### src/hw/uart_cfg_pkg.sv
package uart_cfg_pkg;
  // register word addresses
  localparam logic [2:0] ADDR_MODE = 3'h0;
  localparam logic [2:0] ADDR_STATUS = 3'h1;
  localparam logic [2:0] ADDR_TX_DATA = 3'h2;
  localparam logic [2:0] ADDR_RX_DATA = 3'h3;
  localparam logic [2:0] ADDR_DIVIDER = 3'h4;
  // serial_port_mode fields
  localparam int MODE_ENABLE_BIT = 15;
  localparam int MODE_IDLE_HALT_BIT = 13;
  localparam int MODE_INFRARED_BIT = 12;
  localparam int MODE_RTS_MODE_BIT = 11;
  localparam int MODE_PINS_LSB = 8;
  localparam int MODE_WAKE_BIT = 7;
  localparam int MODE_LOOP_BIT = 6;
  localparam int MODE_MEASURE_BIT = 5;
  localparam int MODE_RX_INVERT_BIT = 4;
  localparam int MODE_FAST_BIT = 3;
  localparam int MODE_FRAMING_LSB = 1;
  localparam int MODE_STOP_BIT = 0;
  localparam logic [15:0] MODE_WRITE_MASK = 16'hbbff;
  localparam logic [15:0] MODE_RESET = 16'h0000;
  localparam logic [15:0] DIVIDER_RESET = 16'h0000;
  // serial_port_status fields
  localparam int STATUS_TX_ENABLE_BIT = 10;
  localparam int STATUS_TX_FULL_BIT = 9;
  localparam int STATUS_TX_DONE_BIT = 8;
  localparam int STATUS_RX_IDLE_BIT = 4;
  localparam int STATUS_PARITY_ERR_BIT = 3;
  localparam int STATUS_FRAME_ERR_BIT = 2;
  localparam int STATUS_OVERRUN_BIT = 1;
  localparam int STATUS_RX_AVAIL_BIT = 0;
  // pin_usage_select codes
  localparam logic [1:0] PINS_TX_RX = 2'h0;
  localparam logic [1:0] PINS_RTS = 2'h1;
  localparam logic [1:0] PINS_RTS_CTS = 2'h2;
  localparam logic [1:0] PINS_OVERSAMPLE_CLK = 2'h3;
  // framing_select codes
  localparam logic [1:0] FRAME_8_NONE = 2'h0;
  localparam logic [1:0] FRAME_8_EVEN = 2'h1;
  localparam logic [1:0] FRAME_8_ODD = 2'h2;
  localparam logic [1:0] FRAME_9_NONE = 2'h3;
  // timing
  localparam logic [4:0] OVERSAMPLE_STD = 5'h10;
  localparam logic [4:0] OVERSAMPLE_FAST = 5'h04;
  localparam logic [4:0] IR_PULSE_TICKS = 5'h03;
  localparam logic [3:0] FRAME_BASE_BITS = 4'ha;
  // sync field 0x55 gives five falling edges over eight bit times
  localparam logic [2:0] SYNC_FALL_EDGES = 3'h5;
  localparam int MEASURE_SHIFT_STD = 8;
  localparam int MEASURE_SHIFT_FAST = 6;
  localparam int FIFO_DEPTH = 4;
endpackage

### src/hw/uart_mode_top.sv
`timescale 1ns/1ps
// Overview of operation
// - enable hands pins to port per fields
// - disable releases pins to general-purpose port
// - halt-in-idle stops port, but not auto-baud measurement, during processor idle
// - infrared bit inserts encoder and decoder
// - infrared codec only with 16x oversampling
// - rts mode: simplex or flow control
// - pin usage field selects owned pins
// - start bit in sleep raises wake
// - waking character is discarded
// - loopback routes transmitter into receiver
// - auto-baud measures 0x55 sync character
// - auto-baud bit self-clears when done
// - receive invert makes low line idle
// - fast select: 4 else 16 oversample ticks/bit
// - framing field selects data and parity
// - stop bit selects one or two stops
// - unused mode bits read zero
// - four-deep transmit and receive buffers
// - transmitter enable drives pin, clear aborts
module uart_mode_top #(
  parameter int FIFO_DEPTH = uart_cfg_pkg::FIFO_DEPTH
) (
  input wire logic clock,
  input wire logic rst_n,
  input wire logic [2:0] addr,
  input wire logic [15:0] wdata,
  input wire logic wr,
  input wire logic rd,
  output logic [15:0] rdata,
  input wire logic cpu_idle,
  input wire logic cpu_sleep,
  output logic wake_event,
  input wire logic serial_in_pin,
  input wire logic clear_to_send_in_n,
  output logic serial_out_pin,
  output logic serial_out_oe_n,
  output logic request_to_send_out_n,
  output logic request_to_send_oe_n,
  output logic oversample_clock_out,
  output logic oversample_clock_oe_n,
  output logic port_owns_rx,
  output logic port_owns_cts
);
  localparam int PW = $clog2(FIFO_DEPTH);

  typedef enum logic [1:0] {TX_IDLE = 2'b01, TX_SHIFT = 2'b10} tx_state_e;
  typedef enum logic [2:0] {RX_IDLE = 3'b001, RX_SHIFT = 3'b010, RX_MEASURE = 3'b100} rx_state_e;

  logic [15:0] mode_reg, divider_reg, rdata_reg, div_cnt_reg;
  logic tx_en_reg, overrun_reg, perr_reg, ferr_reg, discard_reg, bclk_reg, wake_reg;
  logic serial_out_reg, rts_reg, rx_prev_reg;
  tx_state_e tx_state_reg;
  rx_state_e rx_state_reg;
  logic [11:0] tx_shift_reg, rx_frame_reg;
  logic [3:0] tx_bits_reg, rx_idx_reg;
  logic [4:0] tx_os_reg, rx_os_reg, ir_hold_reg;
  logic [22:0] measure_cnt_reg;
  logic [2:0] edges_reg;
  logic [1:0] f_push, f_pop, f_flush, f_full, f_empty;
  logic [17:0] f_din, f_dout;

  // mode fields
  wire enable = mode_reg[uart_cfg_pkg::MODE_ENABLE_BIT];
  wire idle_halt = mode_reg[uart_cfg_pkg::MODE_IDLE_HALT_BIT];
  wire fast = mode_reg[uart_cfg_pkg::MODE_FAST_BIT];
  wire [1:0] pins = mode_reg[uart_cfg_pkg::MODE_PINS_LSB +: 2];
  wire [1:0] framing = mode_reg[uart_cfg_pkg::MODE_FRAMING_LSB +: 2];
  wire two_stops = mode_reg[uart_cfg_pkg::MODE_STOP_BIT];
  wire measure_on = mode_reg[uart_cfg_pkg::MODE_MEASURE_BIT];
  wire ir_on = mode_reg[uart_cfg_pkg::MODE_INFRARED_BIT] & ~fast;
  wire run = enable & ~(idle_halt & cpu_idle);
  wire [4:0] os = fast ? uart_cfg_pkg::OVERSAMPLE_FAST : uart_cfg_pkg::OVERSAMPLE_STD;
  wire has_ninth = framing != uart_cfg_pkg::FRAME_8_NONE;
  wire [3:0] frame_len = uart_cfg_pkg::FRAME_BASE_BITS + {3'h0, has_ninth} + {3'h0, two_stops};
  wire odd = framing == uart_cfg_pkg::FRAME_8_ODD;

  // bus decode
  wire wr_mode = wr && addr == uart_cfg_pkg::ADDR_MODE;
  wire wr_status = wr && addr == uart_cfg_pkg::ADDR_STATUS;
  wire wr_div = wr && addr == uart_cfg_pkg::ADDR_DIVIDER;
  wire clear_overrun = wr_status && !wdata[uart_cfg_pkg::STATUS_OVERRUN_BIT];

  // baud generator: half-period ticks, oversample tick on every second
  wire half_tick = run && div_cnt_reg == 16'h0000;
  wire os_tick = half_tick && bclk_reg;

  always_ff @(posedge clock or negedge rst_n) begin
    if (!rst_n) begin
      div_cnt_reg <= 16'h0000;
      bclk_reg <= 1'b0;
    end else if (!run) begin
      div_cnt_reg <= divider_reg;
      bclk_reg <= 1'b0;
    end else if (half_tick) begin
      div_cnt_reg <= divider_reg;
      bclk_reg <= ~bclk_reg;
    end else begin
      div_cnt_reg <= div_cnt_reg - 16'h0001;
    end
  end

  // buffers: index 0 transmit, index 1 receive
  genvar g;
  generate
    for (g = 0; g < 2; g++) begin : fifo
      logic [8:0] mem [FIFO_DEPTH];
      logic [PW:0] wp_reg, rp_reg;
      wire [PW:0] level = wp_reg - rp_reg;
      assign f_full[g] = level == (PW + 1)'(FIFO_DEPTH);
      assign f_empty[g] = level == '0;
      assign f_dout[g * 9 +: 9] = mem[rp_reg[PW-1:0]];
      always_ff @(posedge clock or negedge rst_n) begin
        if (!rst_n) begin
          wp_reg <= '0;
          rp_reg <= '0;
        end else if (f_flush[g]) begin
          wp_reg <= '0;
          rp_reg <= '0;
        end else begin
          if (f_push[g] && !f_full[g]) begin
            wp_reg <= wp_reg + 1'b1;
          end
          if (f_pop[g] && !f_empty[g]) begin
            rp_reg <= rp_reg + 1'b1;
          end
        end
      end
      always_ff @(posedge clock) begin
        if (f_push[g] && !f_full[g]) begin
          mem[wp_reg[PW-1:0]] <= f_din[g * 9 +: 9];
        end
      end
    end
  endgenerate

  // transmitter
  wire tx_abort = !enable || !tx_en_reg;
  wire cts_ok = pins != uart_cfg_pkg::PINS_RTS_CTS || !clear_to_send_in_n;
  wire tx_go = tx_state_reg == TX_IDLE && !f_empty[0] && os_tick && cts_ok;
  wire [8:0] tx_word = f_dout[8:0];
  wire tx_ninth = framing == uart_cfg_pkg::FRAME_9_NONE ? tx_word[8] :
                  has_ninth ? (^tx_word[7:0]) ^ odd : 1'b1;
  wire tx_bit = tx_state_reg == TX_SHIFT ? tx_shift_reg[0] : 1'b1;
  wire ir_pulse = !tx_bit && tx_os_reg >= os - uart_cfg_pkg::IR_PULSE_TICKS;
  wire tx_line = ir_on ? ir_pulse : tx_bit;

  assign f_push[0] = wr && addr == uart_cfg_pkg::ADDR_TX_DATA && !tx_abort;
  assign f_din[8:0] = wdata[8:0];
  assign f_pop[0] = tx_go;
  assign f_flush[0] = tx_abort;

  always_ff @(posedge clock or negedge rst_n) begin
    if (!rst_n) begin
      tx_state_reg <= TX_IDLE;
      tx_shift_reg <= 12'hfff;
      tx_bits_reg <= 4'h0;
      tx_os_reg <= 5'h00;
    end else if (tx_abort) begin
      tx_state_reg <= TX_IDLE;
    end else begin
      case (tx_state_reg)
        TX_IDLE: begin
          if (tx_go) begin
            tx_shift_reg <= {2'b11, tx_ninth, tx_word[7:0], 1'b0};
            tx_bits_reg <= frame_len;
            tx_os_reg <= os - 5'h01;
            tx_state_reg <= TX_SHIFT;
          end
        end
        TX_SHIFT: begin
          if (os_tick) begin
            if (tx_os_reg == 5'h00) begin
              tx_shift_reg <= {1'b1, tx_shift_reg[11:1]};
              tx_bits_reg <= tx_bits_reg - 4'h1;
              tx_os_reg <= os - 5'h01;
              if (tx_bits_reg == 4'h1) begin
                tx_state_reg <= TX_IDLE;
              end
            end else begin
              tx_os_reg <= tx_os_reg - 5'h01;
            end
          end
        end
        default: tx_state_reg <= TX_IDLE;
      endcase
    end
  end

  // receive line conditioning
  wire rx_pol = (mode_reg[uart_cfg_pkg::MODE_LOOP_BIT] ? tx_line : serial_in_pin)
                ^ mode_reg[uart_cfg_pkg::MODE_RX_INVERT_BIT];
  wire rx_line = ir_on ? !(rx_pol || ir_hold_reg != 5'h00) : rx_pol;
  wire rx_fall = rx_prev_reg && !rx_line;
  wire rx_start = rx_state_reg == RX_IDLE && rx_fall;
  wire rx_sample = rx_state_reg == RX_SHIFT && os_tick && rx_os_reg == 5'h00;
  wire rx_last = rx_sample && rx_idx_reg == frame_len - 4'h1;
  wire [11:0] rx_frame = rx_frame_reg | ({11'h000, rx_line} << rx_idx_reg);
  wire rx_perr = (framing == uart_cfg_pkg::FRAME_8_EVEN || odd) && ((^rx_frame[9:1]) != odd);
  wire wake_now = rx_start && cpu_sleep && mode_reg[uart_cfg_pkg::MODE_WAKE_BIT];
  wire [22:0] measured = fast ? measure_cnt_reg >> uart_cfg_pkg::MEASURE_SHIFT_FAST :
                         measure_cnt_reg >> uart_cfg_pkg::MEASURE_SHIFT_STD;
  wire measure_done = rx_state_reg == RX_MEASURE && rx_fall && edges_reg == uart_cfg_pkg::SYNC_FALL_EDGES - 3'h1;

  assign f_push[1] = rx_last && !discard_reg && !overrun_reg;
  assign f_din[17:9] = {framing == uart_cfg_pkg::FRAME_9_NONE && rx_frame[9], rx_frame[8:1]};
  assign f_pop[1] = rd && addr == uart_cfg_pkg::ADDR_RX_DATA;
  assign f_flush[1] = !enable || (clear_overrun && overrun_reg);

  always_ff @(posedge clock or negedge rst_n) begin
    if (!rst_n) begin
      rx_prev_reg <= 1'b1;
      ir_hold_reg <= 5'h00;
    end else begin
      rx_prev_reg <= rx_line;
      if (rx_pol) begin
        ir_hold_reg <= os;
      end else if (os_tick && ir_hold_reg != 5'h00) begin
        ir_hold_reg <= ir_hold_reg - 5'h01;
      end
    end
  end

  always_ff @(posedge clock or negedge rst_n) begin
    if (!rst_n) begin
      rx_state_reg <= RX_IDLE;
      rx_frame_reg <= 12'h000;
      rx_idx_reg <= 4'h0;
      rx_os_reg <= 5'h00;
      measure_cnt_reg <= 23'h000000;
      edges_reg <= 3'h0;
      discard_reg <= 1'b0;
      wake_reg <= 1'b0;
    end else if (!enable) begin
      rx_state_reg <= RX_IDLE;
      discard_reg <= 1'b0;
      wake_reg <= 1'b0;
    end else begin
      wake_reg <= wake_now;
      case (rx_state_reg)
        RX_IDLE: begin
          measure_cnt_reg <= 23'h000001;
          edges_reg <= 3'h1;
          rx_frame_reg <= 12'h000;
          rx_idx_reg <= 4'h0;
          rx_os_reg <= os >> 1;
          if (rx_fall && measure_on) begin
            rx_state_reg <= RX_MEASURE;
          end else if (rx_fall && run) begin
            rx_state_reg <= RX_SHIFT;
            discard_reg <= wake_now;
          end
        end
        RX_SHIFT: begin
          if (os_tick) begin
            rx_os_reg <= rx_sample ? os - 5'h01 : rx_os_reg - 5'h01;
          end
          if (rx_sample) begin
            rx_frame_reg <= rx_frame;
            rx_idx_reg <= rx_idx_reg + 4'h1;
            if (rx_idx_reg == 4'h0 && rx_line) begin
              rx_state_reg <= RX_IDLE;
            end
          end
          if (rx_last) begin
            rx_state_reg <= RX_IDLE;
            discard_reg <= 1'b0;
          end
        end
        RX_MEASURE: begin
          measure_cnt_reg <= measure_cnt_reg + 23'h000001;
          if (rx_fall) begin
            edges_reg <= edges_reg + 3'h1;
          end
          if (measure_done || !measure_on) begin
            rx_state_reg <= RX_IDLE;
          end
        end
        default: rx_state_reg <= RX_IDLE;
      endcase
    end
  end

  // registers
  always_ff @(posedge clock or negedge rst_n) begin
    if (!rst_n) begin
      mode_reg <= uart_cfg_pkg::MODE_RESET;
      divider_reg <= uart_cfg_pkg::DIVIDER_RESET;
      tx_en_reg <= 1'b0;
    end else begin
      if (wr_mode) begin
        mode_reg <= wdata & uart_cfg_pkg::MODE_WRITE_MASK;
      end else if (measure_done) begin
        mode_reg[uart_cfg_pkg::MODE_MEASURE_BIT] <= 1'b0;
      end
      if (wr_div) begin
        divider_reg <= wdata;
      end else if (measure_done) begin
        divider_reg <= measured[15:0] - 16'h0001;
      end
      if (wr_status) begin
        tx_en_reg <= wdata[uart_cfg_pkg::STATUS_TX_ENABLE_BIT];
      end
    end
  end

  always_ff @(posedge clock or negedge rst_n) begin
    if (!rst_n) begin
      overrun_reg <= 1'b0;
      perr_reg <= 1'b0;
      ferr_reg <= 1'b0;
    end else begin
      if (rx_last && !discard_reg && (f_full[1] || overrun_reg)) begin
        overrun_reg <= 1'b1;
      end else if (clear_overrun) begin
        overrun_reg <= 1'b0;
      end
      if (f_push[1]) begin
        perr_reg <= rx_perr;
        ferr_reg <= !rx_line;
      end
    end
  end

  // status word and read mux
  logic [15:0] status_word;
  always_comb begin
    status_word = 16'h0000;
    status_word[uart_cfg_pkg::STATUS_TX_ENABLE_BIT] = tx_en_reg;
    status_word[uart_cfg_pkg::STATUS_TX_FULL_BIT] = f_full[0];
    status_word[uart_cfg_pkg::STATUS_TX_DONE_BIT] = f_empty[0] && tx_state_reg == TX_IDLE;
    status_word[uart_cfg_pkg::STATUS_RX_IDLE_BIT] = rx_state_reg == RX_IDLE;
    status_word[uart_cfg_pkg::STATUS_PARITY_ERR_BIT] = perr_reg;
    status_word[uart_cfg_pkg::STATUS_FRAME_ERR_BIT] = ferr_reg;
    status_word[uart_cfg_pkg::STATUS_OVERRUN_BIT] = overrun_reg;
    status_word[uart_cfg_pkg::STATUS_RX_AVAIL_BIT] = !f_empty[1];
  end

  wire [15:0] read_word = addr == uart_cfg_pkg::ADDR_MODE ? mode_reg :
                          addr == uart_cfg_pkg::ADDR_STATUS ? status_word :
                          addr == uart_cfg_pkg::ADDR_RX_DATA ? {7'h00, f_dout[17:9]} :
                          addr == uart_cfg_pkg::ADDR_DIVIDER ? divider_reg : 16'h0000;

  // rts: simplex asserts while sending, flow control while room remains
  wire rts_next_n = mode_reg[uart_cfg_pkg::MODE_RTS_MODE_BIT] ?
                    (f_empty[0] && tx_state_reg == TX_IDLE) : f_full[1];

  always_ff @(posedge clock or negedge rst_n) begin
    if (!rst_n) begin
      rdata_reg <= 16'h0000;
      serial_out_reg <= 1'b1;
      rts_reg <= 1'b1;
    end else begin
      if (rd) begin
        rdata_reg <= read_word;
      end
      serial_out_reg <= tx_line;
      rts_reg <= rts_next_n;
    end
  end

  assign rdata = rdata_reg;
  assign wake_event = wake_reg;
  assign serial_out_pin = serial_out_reg;
  assign request_to_send_out_n = rts_reg;
  assign oversample_clock_out = bclk_reg;
  assign serial_out_oe_n = !(enable && tx_en_reg);
  assign request_to_send_oe_n = !(enable && (pins == uart_cfg_pkg::PINS_RTS ||
                                             pins == uart_cfg_pkg::PINS_RTS_CTS));
  assign oversample_clock_oe_n = !(enable && pins == uart_cfg_pkg::PINS_OVERSAMPLE_CLK);
  assign port_owns_rx = enable;
  assign port_owns_cts = enable && pins == uart_cfg_pkg::PINS_RTS_CTS;
endmodule // uart_mode_top

### config.mk
export PLATFORM = sky130hd
export DESIGN_NAME = uart_mode_top
export DESIGN_NICKNAME = d
export VERILOG_FILES = /design/src/hw/uart_cfg_pkg.sv /design/src/hw/uart_mode_top.sv
export SDC_FILE = /design/constraint.sdc
export NUM_CORES = 1
export LEC_CHECK = 0
export BUFFER_PORTS_ARGS = -buffer_cell sky130_fd_sc_hd__buf_2
export CAP_MARGIN = 0
export CORE_ASPECT_RATIO = 0.7
export CORE_MARGIN = 3
export CORE_UTILIZATION = 34
export DETAILED_ROUTE_END_ITERATION = 8
export PLACE_DENSITY = 0.59
export SYNTH_ARGS = -nofsm -noshare
export SYNTH_HDL_FRONTEND = slang
export SYNTH_SLANG_ARGS = --single-unit
### constraint.sdc
create_clock -name clock -period 3.3 [get_ports clock]
set_input_delay 0.33 -clock clock [delete_from_list [all_inputs] [get_ports clock]]
set_output_delay 0.33 -clock clock [all_outputs]
set_load 0.05 [all_outputs]
==> metrics, run 1 <==
status=complete, no violations; Layout Skew=0.00933 ns; Die Y=162 um; # port buffers=51; iteration-0 DRC count of the detailed router=667; met2 Track Usage GR=0.248; final non-filler cell total=1674; first-pass GRT wire length=48600 um; Pins Over Slew Limit=0; Tightest Pin Transition=0.637 ns; worst setup margin=0.165 ns; CTS sink cnt=229; starting density of the core=0.348; layout net count=1259; syn_nets=1184; Vias=8474; Max Buffers Root-to-Sink=3; Detailed Place HPWL=22500 um; Routed WL per cell=18.3 um; max_slew headroom=0.575; Via-to-Cell Ratio=5.06; CTS buffer count=23; worst setup path category=register to register; Hold WS=0.0676 ns; final antenna-violating net count=0; Main synth FF type=dfrtp_1; initial antenna violation count=0; Tmin final=3.13 ns; commonest non-fill, non-tap cell in the layout=dfrtp_1; Arr. time, crit path=3.54 ns; critical-path cell list=or4_4 > or3_4 > nor4_4 > nand4b_1 > or2_2 > nor3b_4 > and2_1 > buf_4 > xnor2_1 > nor2_1; M1 GR Usage=0.260; max_cap viols=0; EDFF count, synth=72; post-synthesis async set-or-reset flop share=0.686; Mean Syn Cell Area=10.5 um2; Hold Crit Class=input port to register; crit path max fanout=10; Setup Viol. Count Final=0; Layout area overhead=16.0%; largest net degree at the start of global routing=64; Tot GR Track Use=0.167; clk root buf=clkbuf_16; Syn Inst Count=1118; flops & latches, synth=229; grt ovf=0; WL final=30600 um; Pwr Density=557 nW/um2; pre-CTS WS=0.118 ns; DRT Pass-1 Iters=5; Pleak=5.59 nW; peak supply drop=0.000328 V; FP Rows=56; drt drc=0; grt met3 use=0.0324; Final TNS setup=0 ns; Synth Warn #=0; Yosys cell types=68; clk slew on worst S/H paths=0.06 ns; Final Hold Vio Count=0; RSZ-0062 raised after global routing=no; Seq/Total Area, Yosys=0.519; H-Tree Depth=1; CORE AREA=33800 um2; die area=36900 um2; Worst-Skew Late Latency=0.52 ns; CTS tree=built; grt peak-use layer=met1; number of global-route vias before repair=8315; num ports=52; routability cong.=0.873; Fmax=0.319 GHz; share of cells above drive strength 1=0.172; placed cells=1629; Die X=228 um; period utilization=0.950; startpoint class of the critical path=register; CP max stage cell=or4_4; highest-count cells in the layout ignoring fill and taps=dfrtp_1 (142), nor2_1 (129), nand2_1 (104); Worst path max stage delay=0.56 ns; Critical Path End Type=register; Crit path required time=3.70 ns; max reg flops=72; synthesized area=11800 um2
==> cell type report <==
type,instances,area [um2]
diodes,1,2.50
clock buffers,33,653
clock inverters,8,115
fillers,3271,20200
inverters,53,199
multi-input cells,779,5280
flip-flops and latches,229,6110
well taps,464,581
repair buffers,107,722
==> through the flow <==
stage           util  total power [mW]  cell area (um2)
6_report       0.404              7.60            13700
5_1_grt        0.404              7.99            13700
4_1_cts        0.403              7.66            13600
3_5_place_dp   0.380              4.93            12800
3_3_place_gp   0.380              4.91            12800
2_1_floorplan      -              4.36            11800
==> kinds of logic after synthesis <==
family / synth area share
AND/OR/NAND/NOR: 0.160
AO/OA/AOI/OAI: 0.103
adder cells (fa/ha/maj): 0.0414
XOR/XNOR: 0.0635
flip-flops: 0.519
buffers and inverters: 0.0353
multiplexers: 0.0785
==> critical path, delay by kind of cell, from the launching register on <==
family                 cells  cell delay [ns]
AND/OR/NAND/NOR            8             2.28
flip-flops                 1             0.42
XOR/XNOR                   1             0.13
buffers and inverters      1             0.19
==> path summary, 6_finish.rpt <==
| path | from | end | slack [ns] | cells after the start |
|---|---|---|---|---|
| setup / recovery | div_cnt_reg[10]$_DFF_PN0_ | fifo[1].wp_reg[2]$_DFFE_PN0P_ | 0.17 | 10 |
| hold / removal | wdata[11] | mode_reg[11]$_DFFE_PN0P_ | 0.07 | 2 |
| setup reg to reg | div_cnt_reg[10]$_DFF_PN0_ | fifo[1].wp_reg[2]$_DFFE_PN0P_ | 0.17 | 10 |
| hold reg to reg | tx_shift_reg[1]$_DFFE_PN1P_ | tx_shift_reg[1]$_DFFE_PN1P_ | 0.48 | 2 |
| max in group asynchronous | rst_n | rx_state_reg[0]$_DFFE_PN1P_ | 2.17 | 3 |
| min in group asynchronous | rst_n | tx_os_reg[0]$_DFFE_PN0P_ | 0.39 | 2 |
==> report_power, final <==
| part | switching (mW) | internal [mW] |
|---|---|---|
| logic | 0.938 | 0.553 |
| clock network | 1.10 | 1.61 |
| registers | 0.250 | 3.15 |
==> repair_timing <==
action / CTS / global route
setup endpoints to repair: 0 / 38
hold buffers: 1 / 0
setup buffers: 0 / 2
resized for setup: 0 / 5
hold endpoints to repair: 48 / 0
==> metal layers <==
layer | part of all wire | wire length, um | vias to the layer above
met3 | 0.068 | 2090 | 28
met2 | 0.43 | 13000 | 215
met5 | 0 | 0 | -
met1 | 0.50 | 15200 | 4146
met4 | 0.010 | 312 | 0
li1 | - | - | 4085
==> cell usage after synthesis (all sizes together) (2+ instances only) <==
cell type | number | area share
dfrtp | 142 | 0.30
nor2 | 129 | 0.041
nand2 | 104 | 0.033
edfxtp | 72 | 0.18
a21oi | 69 | 0.029
o21ai | 69 | 0.029
inv | 52 | 0.017
clkbuf | 51 | 0.016
ha | 39 | 0.041
xnor2 | 39 | 0.029
xor2 | 36 | 0.027
mux2i | 35 | 0.030
nand3 | 31 | 0.013
nor3 | 19 | 0.0090
mux4 | 18 | 0.034
nand4 | 18 | 0.0096
a31oi | 17 | 0.0090
dfstp | 15 | 0.033
mux2 | 15 | 0.014
and2 | 14 | 0.0074
nor2b | 14 | 0.0077
or3 | 11 | 0.0067
and3 | 9 | 0.0049
nor3b | 8 | 0.0061
nor4 | 8 | 0.0055
nand2b | 7 | 0.0037
o22ai | 7 | 0.0037
a211oi | 6 | 0.0038
buf | 6 | 0.0020
o211a | 5 | 0.0043
o211ai | 5 | 0.0032
nand3b | 4 | 0.0026
o21a | 4 | 0.0026
o31ai | 4 | 0.0026
or2 | 4 | 0.0021
a22o | 3 | 0.0022
xnor3 | 3 | 0.0057
a41oi | 2 | 0.0015
nand4b | 2 | 0.0015
nor4b | 2 | 0.0015
o31a | 2 | 0.0015
Note: power is estimated with default switching activity, not from simulation.
==> run 2: changes to the inputs <==
--- a/config.mk
+++ b/config.mk
@@ -7,7 +7,6 @@
 export LEC_CHECK = 0
 export BUFFER_PORTS_ARGS = -buffer_cell sky130_fd_sc_hd__buf_2
 export CAP_MARGIN = 0
-export CORE_ASPECT_RATIO = 0.7
 export CORE_MARGIN = 3
 export CORE_UTILIZATION = 34
 export DETAILED_ROUTE_END_ITERATION = 8
==> run 2 against run 1 <==
Effect of this change: hold slack got worse by 0.0038 ns; sequential share of layout area rose by 0.21 points; register-to-register slack worse by 0.04 ns; global-route usage shrank 0.50 points; total power shrank 1.2%; largest power group unchanged; fmax shrank 1.3%; flip-flop and latch count did not move.
==> metrics, run 2 (synthesis gave the netlist of run 1 again) <==
peak supply drop=0.000411 V (+25%); Die Y=192 um (+19%); pre-CTS WS=0.109 ns (-0.00894 ns); period utilization=0.963 (+0.0127); iteration-0 DRC count of the detailed router=675 (+1.2%); Routed WL per cell=17.8 um (-2.7%); max reg flops=72 (unchanged); n_diodes=0 (-1); worst setup margin=0.123 ns (-0.0420 ns); Hold Crit Class=input port to register; Tmin final=3.18 ns (+0.0420 ns); Final Hold Vio Count=0 (unchanged); worst setup path category=register to register; Fmax=0.315 GHz (-1.3%); max_cap viols=0 (unchanged); number of global-route vias before repair=8403 (+1.1%); highest-count cells in the layout ignoring fill and taps=dfrtp_1 (142), nor2_1 (129), nand2_1 (104); CTS tree=built; Util after Layout=0.402 (-0.00218); drt drc=0 (unchanged); Detailed Place HPWL=21700 um (-3.8%); num ports=52 (unchanged); FP Rows=67 (+20%); CTS sink cnt=229 (unchanged); Via-to-Cell Ratio=5.13 (+1.4%); clk root buf=clkbuf_16; routability cong.=0.837 (-4.1%); clk slew on worst S/H paths=0.06 ns (about the same); Setup Viol. Count Final=0 (unchanged); layout net count=1257 (-0.16%); Critical Path End Type=register; Tot GR Track Use=0.162 (-0.00496); H-Tree Depth=1 (unchanged); Layout area overhead=15.5%; Crit path required time=3.46 ns (-0.24 ns); commonest non-fill, non-tap cell in the layout=dfrtp_1; Pwr Density=552 nW/um2 (-0.78%); status=complete, no violations; share of cells above drive strength 1=0.171 (-0.000827); die area=36900 um2 (about the same); Arr. time, crit path=3.34 ns (-0.20 ns); Gate power share=0.195 (about the same); first-pass GRT wire length=47500 um (-2.3%); crit path max fanout=9 (-1); Tightest Pin Transition=0.564 ns (-0.0729 ns); RSZ-0062 raised after global routing=yes; Pleak=5.57 nW (-0.38%); Layout Skew=0.0140 ns (+0.00467 ns); starting density of the core=0.348 (about the same); switching power=2.27 mW (-0.77%); CTS buffer count=25 (+8.7%); CORE AREA=33900 um2 (about the same); max_slew headroom=0.624 (+0.0486); Design Power=7.51 mW (-1.2%); Worst-Skew Late Latency=0.52 ns (about the same); part of the power in the clock network=0.354 (-0.002); Hold WS=0.0638 ns (-0.00376 ns); # port buffers=51 (unchanged); Pins Over Slew Limit=0 (unchanged); startpoint class of the critical path=register; largest net degree at the start of global routing=65 (+1.6%); initial antenna violation count=1 (+1); Die X=192 um (-16%); WL final=29500 um (-3.7%); final antenna-violating net count=0 (unchanged); Vias=8502 (+0.33%); sequential power share=0.451 (+0.004); internal power=5.24 mW (-1.4%); grt ovf=0 (unchanged); DRT Pass-1 Iters=5 (unchanged); Max Buffers Root-to-Sink=3 (unchanged); Sw Ratio=0.303 (+0.00143)
[run 2: cell types whose count changed in the layout (fill, tap and decap cells not counted), moves of 2 or more]
| cell | previous run | this run |
|---|---|---|
| buf_4 | 52 | 49 |
| bufinv_16 | 3 | 1 |
| clkinv_2 | 2 | 5 |
| clkbuf_16 | 23 | 25 |
| clkbuf_1 | 6 | 9 |
[run 2: metal layers]
metal	wire, um	vias up	track usage
met4	996	0	0.0560
li1	-	4074	-
met2	13400	180	0.259
met5	0	-	0
met3	1520	53	0.0203
met1	13600	4195	0.229
[run 2: power groups by stage]
stage	registers, mW	clock network, mW	logic [mW]
floorplan	3.45	0	0.911
global placement	3.43	0	1.44
detailed placement	3.44	0	1.46
CTS	3.39	2.72	1.46
global route	3.42	2.84	1.63
finish	3.39	2.66	1.46
[run 2: worst paths after layout]
kind                                                  start                             to  slack [ns]  cells after the start
worst min-delay path                              wdata[11]       mode_reg[11]$_DFFE_PN0P_        0.06                      2
min in group asynchronous                             rst_n  fifo[0].rp_reg[2]$_DFFE_PN0P_        0.37                      2
worst max-delay path              div_cnt_reg[10]$_DFF_PN0_    fifo[1].mem[2][4]$_DFFE_PP_        0.12                      7
worst min register to register  tx_shift_reg[7]$_DFFE_PN1P_    tx_shift_reg[7]$_DFFE_PN1P_        0.48                      2
max in group asynchronous                             rst_n    rx_state_reg[0]$_DFFE_PN1P_        1.99                      3
worst max register to register    div_cnt_reg[10]$_DFF_PN0_    fifo[1].mem[2][4]$_DFFE_PP_        0.12                      7
[run 2: layout make-up]
class,instances,area [um2]
multi-input cells,779,5290
well taps,448,561
inverters,53,199
fillers,3297,20300
clock buffers,37,701
repair buffers,103,679
clock inverters,8,62.6
flip-flops and latches,229,6110
[run 2: what timing repair did]
action,4_1_cts,5_1_grt
resized for setup,0,7
setup buffers,0,0
endpoints found under the setup margin,0,10
hold buffers,1,0
hold endpoints to repair,44,0
[run 2: through the flow]
step / std cells / cell area [um2] / TNS, ns
after global routing: 1657 / 13600 / -0.0590
after detailed placement: 1611 / 12800 / 0
after floorplan: 1118 / 11800 / 0
after global placement: 1611 / 12800 / 0
final: 1657 / 13600 / 0
after CTS: 1657 / 13600 / 0
[run 2: critical path, cell delays in order, from the launching register on]
cell and delay [ns]:
dfrtp_1 0.43, or4_4 0.57, or3_4 0.38, nor4_4 0.29
nand4b_1 0.17, or2_2 0.37, nor3b_4 0.20, and2_1 0.41
